===== config.mk =====
export PLATFORM = sky130hd
export DESIGN_NAME = rca_rtc_config
export DESIGN_NICKNAME = d
export VERILOG_FILES = /design/src/verilog/rca_pkg.sv /design/src/verilog/rca_axil_slave.sv /design/src/verilog/rca_value_window.sv /design/src/verilog/rca_rtc_config.sv
export VERILOG_INCLUDE_DIRS = /design/src /design/src/verilog
export SDC_FILE = /design/constraint.sdc
export NUM_CORES = 1
export LEC_CHECK = 0
export ABC_AREA = 1
export BUFFER_PORTS_ARGS = -buffer_cell sky130_fd_sc_hd__buf_4
export CAP_MARGIN = 20
export CORE_UTILIZATION = 48
export DETAILED_ROUTE_END_ITERATION = 6
export GPL_TIMING_DRIVEN = 0
export PLACE_DENSITY = 0.8
export SLEW_MARGIN = 20
export SYNTH_ARGS = -nofsm -noshare
export SYNTH_HDL_FRONTEND = slang
export SYNTH_SLANG_ARGS = --single-unit

===== constraint.sdc =====
create_clock -name i_core_clk -period 1.7 [get_ports i_core_clk]
set_input_delay 0.17 -clock i_core_clk [delete_from_list [all_inputs] [get_ports i_core_clk]]
set_output_delay 0.17 -clock i_core_clk [all_outputs]
set_load 0.02 [all_outputs]

===== src/verilog/rca_defs.svh =====
// Offsets, field positions and reset values of the clock configuration block
`ifndef RCA_DEFS_SVH
`define RCA_DEFS_SVH

// ==========================================================
// Register byte offsets
`define RCA_OFS_CFG 8'h00
`define RCA_OFS_VAL_HIGH 8'h04
`define RCA_OFS_VAL_LOW 8'h08

// ==========================================================
// Configuration word fields
`define RCA_CFG_RESET 16'h0000
`define RCA_BIT_RUN 15
`define RCA_BIT_UNLOCK 13
`define RCA_BIT_SYNC 12
`define RCA_BIT_HALF 11
`define RCA_BIT_OUTEN 10
`define RCA_PTR_MSB 9
`define RCA_PTR_LSB 8
`define RCA_CAL_MSB 7
`define RCA_CAL_LSB 0

// ==========================================================
// Bus answers
`define RCA_RESP_OKAY 2'h0
`define RCA_RESP_SLVERR 2'h2

`endif


===== src/verilog/rca_pkg.sv =====
// Types shared by the clock configuration block
package rca_pkg;

  // ==========================================================
  // Value window pointer codes
  typedef enum logic [1:0] {
    RCA_PTR_MINUTES = 2'h0,
    RCA_PTR_WEEKDAY = 2'h1,
    RCA_PTR_MONTH = 2'h2,
    RCA_PTR_RSVD = 2'h3
  } rca_ptr_t;

  // Register select, one-hot
  typedef enum logic [3:0] {
    RCA_SEL_NONE = 4'h1,
    RCA_SEL_CFG = 4'h2,
    RCA_SEL_HIGH = 4'h4,
    RCA_SEL_LOW = 4'h8
  } rca_sel_t;

  // ==========================================================
  // Time fields from the counters
  typedef struct packed {
    logic [7:0] minutes;
    logic [7:0] weekday;
    logic [7:0] month;
    logic [7:0] seconds;
  } rca_fields_t;

  // Write request from the bus front end
  typedef struct packed {
    logic req;
    logic [7:0] addr;
    logic [31:0] data;
    logic [3:0] strb;
  } rca_wr_t;

  // Bus front end state
  typedef struct packed {
    logic aw_have;
    logic [7:0] aw_addr;
    logic w_have;
    logic [31:0] w_data;
    logic [3:0] w_strb;
    logic bvalid;
    logic [1:0] bresp;
    logic rvalid;
    logic [31:0] rdata;
    logic [1:0] rresp;
  } rca_axil_state_t;

  // Software-held configuration
  typedef struct packed {
    logic run;
    logic unlock;
    logic out_en;
    rca_ptr_t ptr;
    logic [7:0] cal;
  } rca_cfg_t;

  // Core state
  typedef struct packed {
    rca_cfg_t cfg;
    logic sync;
    logic half;
    logic fwr;
    logic fwr_seconds;
    rca_ptr_t fwr_ptr;
    logic [7:0] fwr_data;
  } rca_core_t;

endpackage


===== src/verilog/rca_axil_slave.sv =====
// AXI4-Lite slave front end: one write and one read under way at a time
`timescale 1ns/1ps
`include "rca_defs.svh"
module rca_axil_slave import rca_pkg::*; (
  // Clock and reset
  input wire logic i_core_clk,
  input wire logic i_rst_n,
  // Write address and data
  input wire logic i_awvalid,
  output logic o_awready,
  input wire logic [7:0] i_awaddr,
  input wire logic i_wvalid,
  output logic o_wready,
  input wire logic [31:0] i_wdata,
  input wire logic [3:0] i_wstrb,
  // Write response
  output logic o_bvalid,
  input wire logic i_bready,
  output logic [1:0] o_bresp,
  // Read address and data
  input wire logic i_arvalid,
  output logic o_arready,
  input wire logic [7:0] i_araddr,
  output logic o_rvalid,
  input wire logic i_rready,
  output logic [31:0] o_rdata,
  output logic [1:0] o_rresp,
  // Register side
  output rca_wr_t o_wr,
  input wire logic i_wr_err,
  output logic o_rd_req,
  output logic [7:0] o_rd_addr,
  input wire logic [31:0] i_rd_data,
  input wire logic i_rd_err
);

  // ==========================================================
  // Handshakes
  rca_axil_state_t s_reg, s_next;

  // Channels stall while a response waits, so only one write is open
  assign o_awready = !s_reg.aw_have && !s_reg.bvalid;
  assign o_wready = !s_reg.w_have && !s_reg.bvalid;
  assign o_arready = !s_reg.rvalid;
  assign o_rd_req = i_arvalid && o_arready;
  assign o_rd_addr = i_araddr;
  assign o_wr = '{req: s_reg.aw_have && s_reg.w_have, addr: s_reg.aw_addr,
                  data: s_reg.w_data, strb: s_reg.w_strb};
  assign o_bvalid = s_reg.bvalid;
  assign o_bresp = s_reg.bresp;
  assign o_rvalid = s_reg.rvalid;
  assign o_rdata = s_reg.rdata;
  assign o_rresp = s_reg.rresp;

  // Next state
  always_comb begin
    s_next = s_reg;
    if (i_awvalid && o_awready) begin
      s_next.aw_have = 1'b1;
      s_next.aw_addr = i_awaddr;
    end
    if (i_wvalid && o_wready) begin
      s_next.w_have = 1'b1;
      s_next.w_data = i_wdata;
      s_next.w_strb = i_wstrb;
    end
    if (o_wr.req) begin
      s_next.aw_have = 1'b0;
      s_next.w_have = 1'b0;
      s_next.bvalid = 1'b1;
      s_next.bresp = i_wr_err ? `RCA_RESP_SLVERR : `RCA_RESP_OKAY;
    end else if (s_reg.bvalid && i_bready) begin
      s_next.bvalid = 1'b0;
    end
    if (o_rd_req) begin
      s_next.rvalid = 1'b1;
      s_next.rdata = i_rd_data;
      s_next.rresp = i_rd_err ? `RCA_RESP_SLVERR : `RCA_RESP_OKAY;
    end else if (s_reg.rvalid && i_rready) begin
      s_next.rvalid = 1'b0;
    end
  end

  // State register
  always_ff @(posedge i_core_clk or negedge i_rst_n) begin
    if (!i_rst_n) begin
      s_reg <= '0;
    end else begin
      s_reg <= s_next;
    end
  end

endmodule


===== src/verilog/rca_value_window.sv =====
// Value window: picks the time fields that the pointer exposes
`timescale 1ns/1ps
module rca_value_window import rca_pkg::*; (
  // Pointer and fields
  input wire rca_ptr_t i_ptr,
  input wire rca_fields_t i_fields,
  // Window bytes
  output logic [7:0] o_high_byte,
  output logic o_high_valid,
  output logic [7:0] o_low_byte,
  output logic o_low_valid
);

  // ==========================================================
  // Upper byte table; reserved code shows zero
  always_comb begin
    o_high_valid = 1'b1;
    case (i_ptr)
      RCA_PTR_MINUTES: o_high_byte = i_fields.minutes;
      RCA_PTR_WEEKDAY: o_high_byte = i_fields.weekday;
      RCA_PTR_MONTH: o_high_byte = i_fields.month;
      default: begin
        o_high_byte = 8'h00;
        o_high_valid = 1'b0;
      end
    endcase
  end

  // Lower byte only maps seconds
  assign o_low_valid = (i_ptr == RCA_PTR_MINUTES);
  assign o_low_byte = o_low_valid ? i_fields.seconds : 8'h00;

endmodule


===== src/verilog/rca_rtc_config.sv =====
// Real-time clock configuration and access control with AXI4-Lite registers
//
// Contract
// - Clock runs only while run enable set
// - Run enable writable only while unlocked
// - Value writes take effect only when unlocked
// - Read-only flag marks possible rollover ripple
// - Half-second bit read-only, cleared by seconds write
// - Configuration reset by power-on reset only
//
// Implementation choices: the AXI4-Lite register port and the placing of the registers.
`timescale 1ns/1ps
`include "rca_defs.svh"
module rca_rtc_config import rca_pkg::*; (
  // Clock and resets
  input wire logic i_core_clk,
  input wire logic i_rst_n,
  input wire logic i_sys_rst_n,
  // AXI4-Lite write channels
  input wire logic i_axi_awvalid,
  output logic o_axi_awready,
  input wire logic [7:0] i_axi_awaddr,
  input wire logic i_axi_wvalid,
  output logic o_axi_wready,
  input wire logic [31:0] i_axi_wdata,
  input wire logic [3:0] i_axi_wstrb,
  output logic o_axi_bvalid,
  input wire logic i_axi_bready,
  output logic [1:0] o_axi_bresp,
  // AXI4-Lite read channels
  input wire logic i_axi_arvalid,
  output logic o_axi_arready,
  input wire logic [7:0] i_axi_araddr,
  output logic o_axi_rvalid,
  input wire logic i_axi_rready,
  output logic [31:0] o_axi_rdata,
  output logic [1:0] o_axi_rresp,
  // Time-keeping counters
  input wire rca_fields_t i_fields,
  input wire logic i_half_sec_tick,
  input wire logic i_rollover_near,
  // Control toward the counters
  output logic o_clock_run,
  output logic o_pulse_out_en,
  output logic [7:0] o_calibration,
  output logic o_field_wr,
  output logic o_field_wr_seconds,
  output rca_ptr_t o_field_wr_ptr,
  output logic [7:0] o_field_wr_data
);

  // ==========================================================
  // Address decode, shared by reads and writes
  function automatic rca_sel_t rca_decode(input logic [7:0] addr);
    case (addr)
      `RCA_OFS_CFG: rca_decode = RCA_SEL_CFG;
      `RCA_OFS_VAL_HIGH: rca_decode = RCA_SEL_HIGH;
      `RCA_OFS_VAL_LOW: rca_decode = RCA_SEL_LOW;
      default: rca_decode = RCA_SEL_NONE;
    endcase
  endfunction

  rca_core_t s_reg, s_next;
  rca_wr_t wr;
  rca_sel_t wr_sel;
  rca_sel_t rd_sel;
  logic rd_req;
  logic [7:0] rd_addr;
  logic [31:0] rd_data;
  logic [7:0] win_high;
  logic win_high_ok;
  logic [7:0] win_low;
  logic win_low_ok;
  logic cfg_hi_wr;
  logic high_eff;
  logic low_eff;
  logic [15:0] cfg_word;

  // ==========================================================
  // Bus front end
  rca_axil_slave u_slave (
    .i_core_clk(i_core_clk),
    .i_rst_n(i_rst_n),
    .i_awvalid(i_axi_awvalid),
    .o_awready(o_axi_awready),
    .i_awaddr(i_axi_awaddr),
    .i_wvalid(i_axi_wvalid),
    .o_wready(o_axi_wready),
    .i_wdata(i_axi_wdata),
    .i_wstrb(i_axi_wstrb),
    .o_bvalid(o_axi_bvalid),
    .i_bready(i_axi_bready),
    .o_bresp(o_axi_bresp),
    .i_arvalid(i_axi_arvalid),
    .o_arready(o_axi_arready),
    .i_araddr(i_axi_araddr),
    .o_rvalid(o_axi_rvalid),
    .i_rready(i_axi_rready),
    .o_rdata(o_axi_rdata),
    .o_rresp(o_axi_rresp),
    .o_wr(wr),
    .i_wr_err(wr_sel == RCA_SEL_NONE),
    .o_rd_req(rd_req),
    .o_rd_addr(rd_addr),
    .i_rd_data(rd_data),
    .i_rd_err(rd_sel == RCA_SEL_NONE)
  );

  // Field window for reads and for routing writes
  rca_value_window u_window (
    .i_ptr(s_reg.cfg.ptr),
    .i_fields(i_fields),
    .o_high_byte(win_high),
    .o_high_valid(win_high_ok),
    .o_low_byte(win_low),
    .o_low_valid(win_low_ok)
  );

  // ==========================================================
  // Write qualification
  assign wr_sel = rca_decode(wr.addr);
  assign rd_sel = rca_decode(rd_addr);
  assign cfg_hi_wr = wr.req && (wr_sel == RCA_SEL_CFG) && wr.strb[1];
  // Locked values ignore the write; reserved pointer has no field
  assign high_eff = wr.req && (wr_sel == RCA_SEL_HIGH) && wr.strb[0]
                    && s_reg.cfg.unlock && win_high_ok;
  assign low_eff = wr.req && (wr_sel == RCA_SEL_LOW) && wr.strb[0]
                   && s_reg.cfg.unlock && win_low_ok;

  // Configuration word as software sees it
  always_comb begin
    cfg_word = `RCA_CFG_RESET;
    cfg_word[`RCA_BIT_RUN] = s_reg.cfg.run;
    cfg_word[`RCA_BIT_UNLOCK] = s_reg.cfg.unlock;
    cfg_word[`RCA_BIT_SYNC] = s_reg.sync;
    cfg_word[`RCA_BIT_HALF] = s_reg.half;
    cfg_word[`RCA_BIT_OUTEN] = s_reg.cfg.out_en;
    cfg_word[`RCA_PTR_MSB:`RCA_PTR_LSB] = s_reg.cfg.ptr;
    cfg_word[`RCA_CAL_MSB:`RCA_CAL_LSB] = s_reg.cfg.cal;
  end

  // Read mux; reads have no side effects
  always_comb begin
    case (rd_sel)
      RCA_SEL_CFG: rd_data = {16'h0000, cfg_word};
      RCA_SEL_HIGH: rd_data = {24'h000000, win_high};
      RCA_SEL_LOW: rd_data = {24'h000000, win_low};
      default: rd_data = 32'h00000000;
    endcase
  end

  // ==========================================================
  // Next state
  always_comb begin
    s_next = s_reg;
    s_next.fwr = 1'b0;
    // Unlock is judged on the value held before this write
    if (cfg_hi_wr) begin
      if (s_reg.cfg.unlock) begin
        s_next.cfg.run = wr.data[`RCA_BIT_RUN];
      end
      s_next.cfg.unlock = wr.data[`RCA_BIT_UNLOCK];
      s_next.cfg.out_en = wr.data[`RCA_BIT_OUTEN];
      s_next.cfg.ptr = rca_ptr_t'(wr.data[`RCA_PTR_MSB:`RCA_PTR_LSB]);
    end
    if (wr.req && (wr_sel == RCA_SEL_CFG) && wr.strb[0]) begin
      s_next.cfg.cal = wr.data[`RCA_CAL_MSB:`RCA_CAL_LSB];
    end
    // Forward accepted value writes to the counters
    if (high_eff || low_eff) begin
      s_next.fwr = 1'b1;
      s_next.fwr_seconds = low_eff;
      s_next.fwr_ptr = s_reg.cfg.ptr;
      s_next.fwr_data = wr.data[7:0];
    end
    // Flag tracks the counters' ripple window while running
    s_next.sync = s_reg.cfg.run && i_rollover_near;
    // Seconds write restarts the second, so the clear wins over a tick
    if (low_eff) begin
      s_next.half = 1'b0;
    end else if (s_reg.cfg.run && i_half_sec_tick) begin
      s_next.half = !s_reg.half;
    end
    // Other resets spare the software-held configuration; of the configuration word they clear only sync and half
    if (!i_sys_rst_n) begin
      s_next.sync = 1'b0;
      s_next.half = 1'b0;
      s_next.fwr = 1'b0;
    end
  end

  // State register; only power-on reset clears it
  always_ff @(posedge i_core_clk or negedge i_rst_n) begin
    if (!i_rst_n) begin
      s_reg <= '0;
    end else begin
      s_reg <= s_next;
    end
  end

  // ==========================================================
  // Outputs, all from flip-flops
  assign o_clock_run = s_reg.cfg.run;
  assign o_pulse_out_en = s_reg.cfg.out_en;
  assign o_calibration = s_reg.cfg.cal;
  assign o_field_wr = s_reg.fwr;
  assign o_field_wr_seconds = s_reg.fwr_seconds;
  assign o_field_wr_ptr = s_reg.fwr_ptr;
  assign o_field_wr_data = s_reg.fwr_data;
endmodule


==> results.toml, run 1 <==
[finish]
largest_register_ffs = 23
diodes = 0
drive_above_1_share_pct = 40.62
syn2layout_area_growth_pct = 34.05
layout.nets = 670

[status]
status = "completed"

[power]
p_leak_nw = 2.751
p_per_area_nw_per_um2 = 1028
internal_power_w = 0.003390
p_comb_share_pct = 28.3
ir_worst_vdd_mv = 0.9229
power_frac_seq_pct = 45.5
clkPwrFrac_pct = 26.2
swShare_pct = 33.87
p_switching_w = 0.001736

[sta]
clock_skew_ns = 0.01327
drv_slew = 0
rsz0062_at_grt = "no"
finalCritPeriodShare_pct = 85.57
final-setup-viol-count = 0
hold_ws_ns = 0.01636
hold_viol = 0
worst_slew_pin_slew_ns = 0.8800
fmax_mhz = 687.4
fin_crit_ns = 1.455
finalSetupTns_ns = 0
slew_headroom_pct = 41.34

[place]
dp_hpwl_mm = 6.889
routabilityCongestion = 0.8954
portBuffers = 116

[critical_path]
worstPathRequired_ns = 1.94
end_kind = "register"
path_buf_inv = 2
cp_max_fo = 10
cp_top_family = "simple AND/OR/NAND/NOR gates"
critical_path_class = "reg2reg"
crit_arrival_ns = 1.69
critPathMaxStageDelay_ns = 0.43
path_cells = "inv_2, nand2_4, nor3_2, nand2_2, buf_6, nand3_1, nand2_1"
slowest_stage = "dfrtp_1"
cp-start-kind = "register"

[floorplan]
core-area_um2 = 7370
io_pins = 157
die_x_um = 90.02
dieArea_um2 = 8103
start_util_pct = 50.46
rows = 31
die_y_um = 90.02

[global_routing]
grt_pass1_vias = 3227
grtUsageTotal_pct = 22.93
grt.busiest_layer = "met2"
grt_max_degree = 72
use_met1_pct = 28.44
use_met3_pct = 4.822
grt_overflow = 0
grt_pass1_wl_mm = 14.87
antenna_found_initial = 0
grt_util_met2_pct = 39.38

[synthesis]
syn_area_um2 = 3719
ys_seq_area_share_pct = 47.78
synthAdderAreaFrac_pct = 0
ys_types = 26
ys_seq_elements = 71
synth-xor-area-share_pct = 0
syn_inst = 430
yosysWarnings = 0
syn_area_per_cell_um2 = 8.648
synth_simple_gate_area_share_pct = 30.05
synth-compound-area-share_pct = 3.735
synth_top_family_by_area = "simple AND/OR/NAND/NOR gates"
synth.area.mux_share_pct = 4.542

[clocking]
cts_htree_levels = 3
cts_buffers = 9
cts_sinks = 71
cts_resized = 0
cts_tree = "done"
path_clk_slew_ns = 0.08
clkLatencyLatePin_ns = 0.35
clk_path_buf_depth = 2
cts-root-buf = "clkbuf_8"

[detailed_routing]
drtAntennaViolNets = 0
avgRoutedWirePerCell_um = 12.98
vias = 3264
drt_wl_total_mm = 8.826
via_per_inst = 4.800
drt_first_pass_iters = 5
drtIter0Drc = 177
drcViolationCount = 0

[min_path]
hp-class = "in2reg"

[run]
drv_cap = 0
==> power groups by stage <==
stage	Combinational (W)	Sequential (W)	Clock, W
2_1_floorplan	0.000980	0.00230	0
3_3_place_gp	0.00141	0.00234	0
3_5_place_dp	0.00145	0.00236	0
4_1_cts	0.00146	0.00233	0.00136
5_1_grt	0.00160	0.00238	0.00144
6_report	0.00145	0.00233	0.00134
==> path summary, 6_finish.rpt <==
check	startpoint	end	slack (ns)	cells after the start
max	cfg_word[8]$_DFFE_PN0P_	o_field_wr_data[7]$_DFFE_PN0P_	0.25	7
min	i_axi_bready	u_slave.o_bvalid$_DFFE_PN0P_	0.02	2
max reg2reg	cfg_word[8]$_DFFE_PN0P_	o_field_wr_data[7]$_DFFE_PN0P_	0.25	7
min reg2reg	u_slave.o_wr[6]$_DFFE_PN0P_	o_field_wr_data[2]$_DFFE_PN0P_	0.48	2
max in group asynchronous	i_rst_n	u_slave.o_rdata[3]$_DFFE_PN0P_	0.64	2
min in group asynchronous	i_rst_n	o_field_wr_data[1]$_DFFE_PN0P_	0.48	2
==> cells in the mapped netlist <==
cell type	count	area share (%)
buf_6	4	1.2
nor2_2	4	0.67
mux2_2	15	4.5
buf_2	5	0.67
nor2_1	32	3.2
o21ai_1	1	0.13
nand3_4	1	0.47
nor3_2	2	0.54
nand4_1	4	0.67
nand2_1	116	12
a211oi_1	1	0.20
nor2_4	3	0.91
o21ai_2	6	1.4
nor3b_1	1	0.20
nand3_1	60	8.1
inv_2	2	0.20
a21oi_2	1	0.24
dfrtp_1	71	48
nand2_2	8	1.3
o21ai_0	4	0.54
a21oi_1	9	1.2
inv_1	26	2.6
nand3_2	6	1.6
buf_4	45	9.1
conb_1	1	0.10
nand2_4	2	0.61
==> area by class of cell <==
type                            instances  area [um^2]
Tap cell                               99        123.9
Inverter                               28        105.1
Clock buffer                            9        123.9
Fill cell                             626         2385
Multi-Input combinational cell        295         1496
Timing Repair Buffer                  117        880.8
Clock inverter                          7        70.07
Buffer                                 54        407.9
Sequential cell                        71         1777
==> cells by family after synthesis <==
kind of cell           Yosys count
buffers and inverters           82
other                            1
DFF                             71
muxes                           15
AOI/OAI and AO/OA               22
and+or+nand+nor                239
==> metal layers <==
layer	share of wire (%)	vias to the layer above
met5	0	-
met2	49	127
met4	1.5	0
li1	-	1612
met1	44	1509
met3	5.6	16
==> cells in the final DEF (no fill, tap or decap) <==
cell type,count
nor2_1,32
a211oi_1,1
o21ai_0,4
nor2_2,4
nand3_1,60
dfrtp_1,71
o21ai_1,1
nand3_4,1
buf_2,5
clkinvlp_4,1
buf_6,4
nand2_2,8
conb_1,19
nand2_4,2
buf_4,161
nor2_4,3
nand4_1,4
mux2_2,15
nand3_2,6
a21oi_2,1
bufinv_16,1
nor3_2,2
nor3b_1,1
o21ai_2,6
inv_2,2
a21oi_1,9
dlygate4sd3_1,1
clkbuf_8,9
inv_1,26
nand2_1,116
inv_6,2
clkinv_2,3
==> metrics by stage <==
| stage | instance area (um^2) | total power [W] | setup slack (ns) | utilization [%] | std cells |
|---|---|---|---|---|---|
| floorplan | 3786 | 0.003276 | 0.2206 | - | 448 |
| global placement | 4781 | 0.003745 | 0.3097 | 64.87 | 663 |
| detailed placement | 4781 | 0.003812 | 0.2572 | 64.87 | 663 |
| CTS | 4985 | 0.005147 | 0.2527 | 67.64 | 680 |
| global route | 4985 | 0.005415 | 0.1633 | 67.64 | 680 |
| finish | 4985 | 0.005126 | 0.2453 | 67.64 | 680 |
==> timing repair <==
action                                 CTS  global route
hold buffers                             1             0
setup buffers                            0             0
endpoints found under the hold margin   71             0
No activity file was read; power rests on OpenSTA's default activity.
==> run 2: changes to the inputs <==
Settings changed: ABC_AREA 1 to not set, CORE_UTILIZATION 48 to 47.
==> results.toml, run 2 <==
[status]
status = "finished, violations left"
violations = "setup timing"

[clocking]
cts_sinks = 71
clk_path_buf_depth = 2
cts_buffers = 9
path_clk_slew_ns = 0.08
cts_tree = "done"
cts_htree_levels = 3
cts-root-buf = "clkbuf_8"
clkLatencyLatePin_ns = 0.34

[synthesis]
ys_top_cells_by_count = "dfrtp_1 (71), buf_4 (44), mux2_2 (43), nand2_1 (14), o21ai_0 (12)"
yosysMostFrequentCell = "dfrtp_1"
syn_area_per_cell_um2 = 11.89
synth-xor-area-share_pct = 0.2506
syn_inst = 294
synth_top_flop_cell = "dfrtp_1"
synth.area.mux_share_pct = 16.47
synth_top_family_by_area = "multiplexers"
synth_edf_count = 0
synthAdderAreaFrac_pct = 0
yosysWarnings = 0
ys_types = 42
synth_area_leaders = "dfrtp_1 (51%), mux2_2 (14%), buf_4 (9.5%)"
synth_simple_gate_area_share_pct = 10.85
yosys.area.top_type_share_pct = 50.84
synth.largest_area_cell = "dfrtp_1"
syn_area_um2 = 3495
ys_seq_area_share_pct = 50.84
ys_seq_elements = 71
async_reset_ff_share_pct = 100.0
synth-compound-area-share_pct = 9.882

[floorplan]
die_x_um = 88.23
core-area_um2 = 7214
rows = 31
start_util_pct = 48.44
io_pins = 157
die_y_um = 88.23
dieArea_um2 = 7785

[sta]
hold_ws_ns = 0.01134
clock_skew_ns = 0.01351
fin_ws_ns = -0.2370
slew_headroom_pct = 40.32
fmax_mhz = 516.3
rsz0062_at_grt = "yes"
worst_slew_pin_slew_ns = 0.8952
finalCritPeriodShare_pct = 113.9
final-setup-viol-count = 23
fin_crit_ns = 1.937
drv_slew = 0
hold_viol = 0

[finish]
largest_register_ffs = 23
drive_above_1_share_pct = 55.16
mostFrequentLayoutCell = "buf_4"
layout.nets = 536
syn2layout_area_growth_pct = 39.89
diodes = 0
final_cell_mix = "buf_4 (165), dfrtp_1 (69), mux2_2 (35), conb_1 (19), nand2_1 (13)"

[power]
ir_worst_vdd_mv = 0.9528
p_per_area_nw_per_um2 = 1122
p_leak_nw = 2.458

[place]
pre_cts_slack_ns = -0.3279
dp_hpwl_mm = 5.924
routabilityCongestion = 0.7681
portBuffers = 115

[critical_path]
cp-start-kind = "register"
worstPathRequired_ns = 1.92
end_kind = "register"
critical_path_class = "reg2reg"
cp_max_fo = 8
crit_arrival_ns = 2.16

[global_routing]
grt_overflow = 0
grt_pass1_vias = 2591
grt_max_degree = 72
grtUsageTotal_pct = 21.83
grt_pass1_wl_mm = 12.65
antenna_found_initial = 0

[detailed_routing]
drcViolationCount = 0
drtAntennaViolNets = 0
drtIter0Drc = 65
via_per_inst = 4.892
avgRoutedWirePerCell_um = 15.10
drt_wl_total_mm = 8.228
vias = 2666
drt_first_pass_iters = 4

[run]
drv_cap = 0

[min_path]
hp-class = "in2reg"
-- run 2: cell count changes in the layout (fill, tap and decap cells not counted), moves of 9 or more --
cell / before / now
inv_1: 26 / 3
mux2_2: 15 / 35
mux2_4: 0 / 9
nand2_1: 116 / 13
nand2b_1: 0 / 9
nand3_1: 60 / 8
nor2_1: 32 / 4
-- run 2: timing repair --
action,4_1_cts,5_1_grt
gates cloned,0,0
setup endpoints to repair,40,49
setup buffers,3,2
resized for setup,4,10
pin swaps,3,4
endpoints found under the hold margin,71,0
hold buffers,1,0
-- run 2: stage by stage --
stage / util, % / total power (W) / instances / instance area (um^2) / TNS [ns]
after floorplan: - / 0.003433 / 312 / 3603 / -3.480
after global placement: 63.63 / 0.003931 / 526 / 4591 / -8.837
after detailed placement: 63.63 / 0.003998 / 526 / 4591 / -10.26
after CTS: 67.20 / 0.005493 / 543 / 4848 / -5.706
after global routing: 67.76 / 0.005763 / 545 / 4888 / -5.858
final: 67.76 / 0.005487 / 545 / 4888 / -4.640
-- run 2: where the power goes --
group          internal (W)  switching (W)  total (W)
clock              0.000816       0.000647    0.00146
sequential          0.00208       0.000357    0.00244
combinational      0.000864       0.000719    0.00158
-- run 2: cell type report --
class                   instances  area, um^2
well taps                      99       123.9
inverters                       3       11.26
flip-flops and latches         71        1779
multi-input cells             180        1444
clock inverters                 6       86.33
clock buffers                   9       123.9
plain buffers                  56       396.6
fillers                       575        2326
repair buffers                121       923.4
-- run 2: path summary, 6_finish.rpt --
path / startpoint / end / slack [ns] / cells past startpoint
min in group asynchronous: i_rst_n / o_field_wr_data[4]$_DFFE_PN0P_ / 0.48 / 2
hold / removal: i_axi_rready / u_slave.o_rvalid$_DFFE_PN0P_ / 0.01 / 2
setup reg to reg: u_slave.o_wr[43]$_DFFE_PN0P_ / o_calibration[1]$_DFFE_PN0P_ / -0.24 / 6
setup / recovery: u_slave.o_wr[43]$_DFFE_PN0P_ / o_calibration[1]$_DFFE_PN0P_ / -0.24 / 6
hold reg to reg: cfg_word[12]$_DFF_PN0_ / u_slave.o_rdata[12]$_DFFE_PN0P_ / 0.47 / 1
max in group asynchronous: i_rst_n / cfg_word[9]$_DFFE_PN0P_ / 0.56 / 2
-- run 2: kinds of logic (layout without fill, tap and decap cells) --
logic type      after synthesis  in the layout
simple gates                 60             60
compound gates               48             48
buf+inv                      61            195
flops                        71             71
xor+xnor                      1              1
other cells                   1             19
mux                          52             52
-- run 2: per-layer routing --
layer / track usage [%] / wire length [um] / vias to the layer above
met1: 27.94 / 3526 / 1299
li1: - / - / 1271
met3: 4.664 / 403 / 13
met2: 36.57 / 4152 / 83
met4: 8.211 / 146 / 0
met5: 0 / 0 / -
-- run 2: critical path, cell delays in order, from the launching register on --
cell and delay (ns):
dfrtp_1 0.38, or4_4 0.58, buf_12 0.15, nor4_4 0.13, buf_4 0.18, nand2_4 0.10
mux2_2 0.29
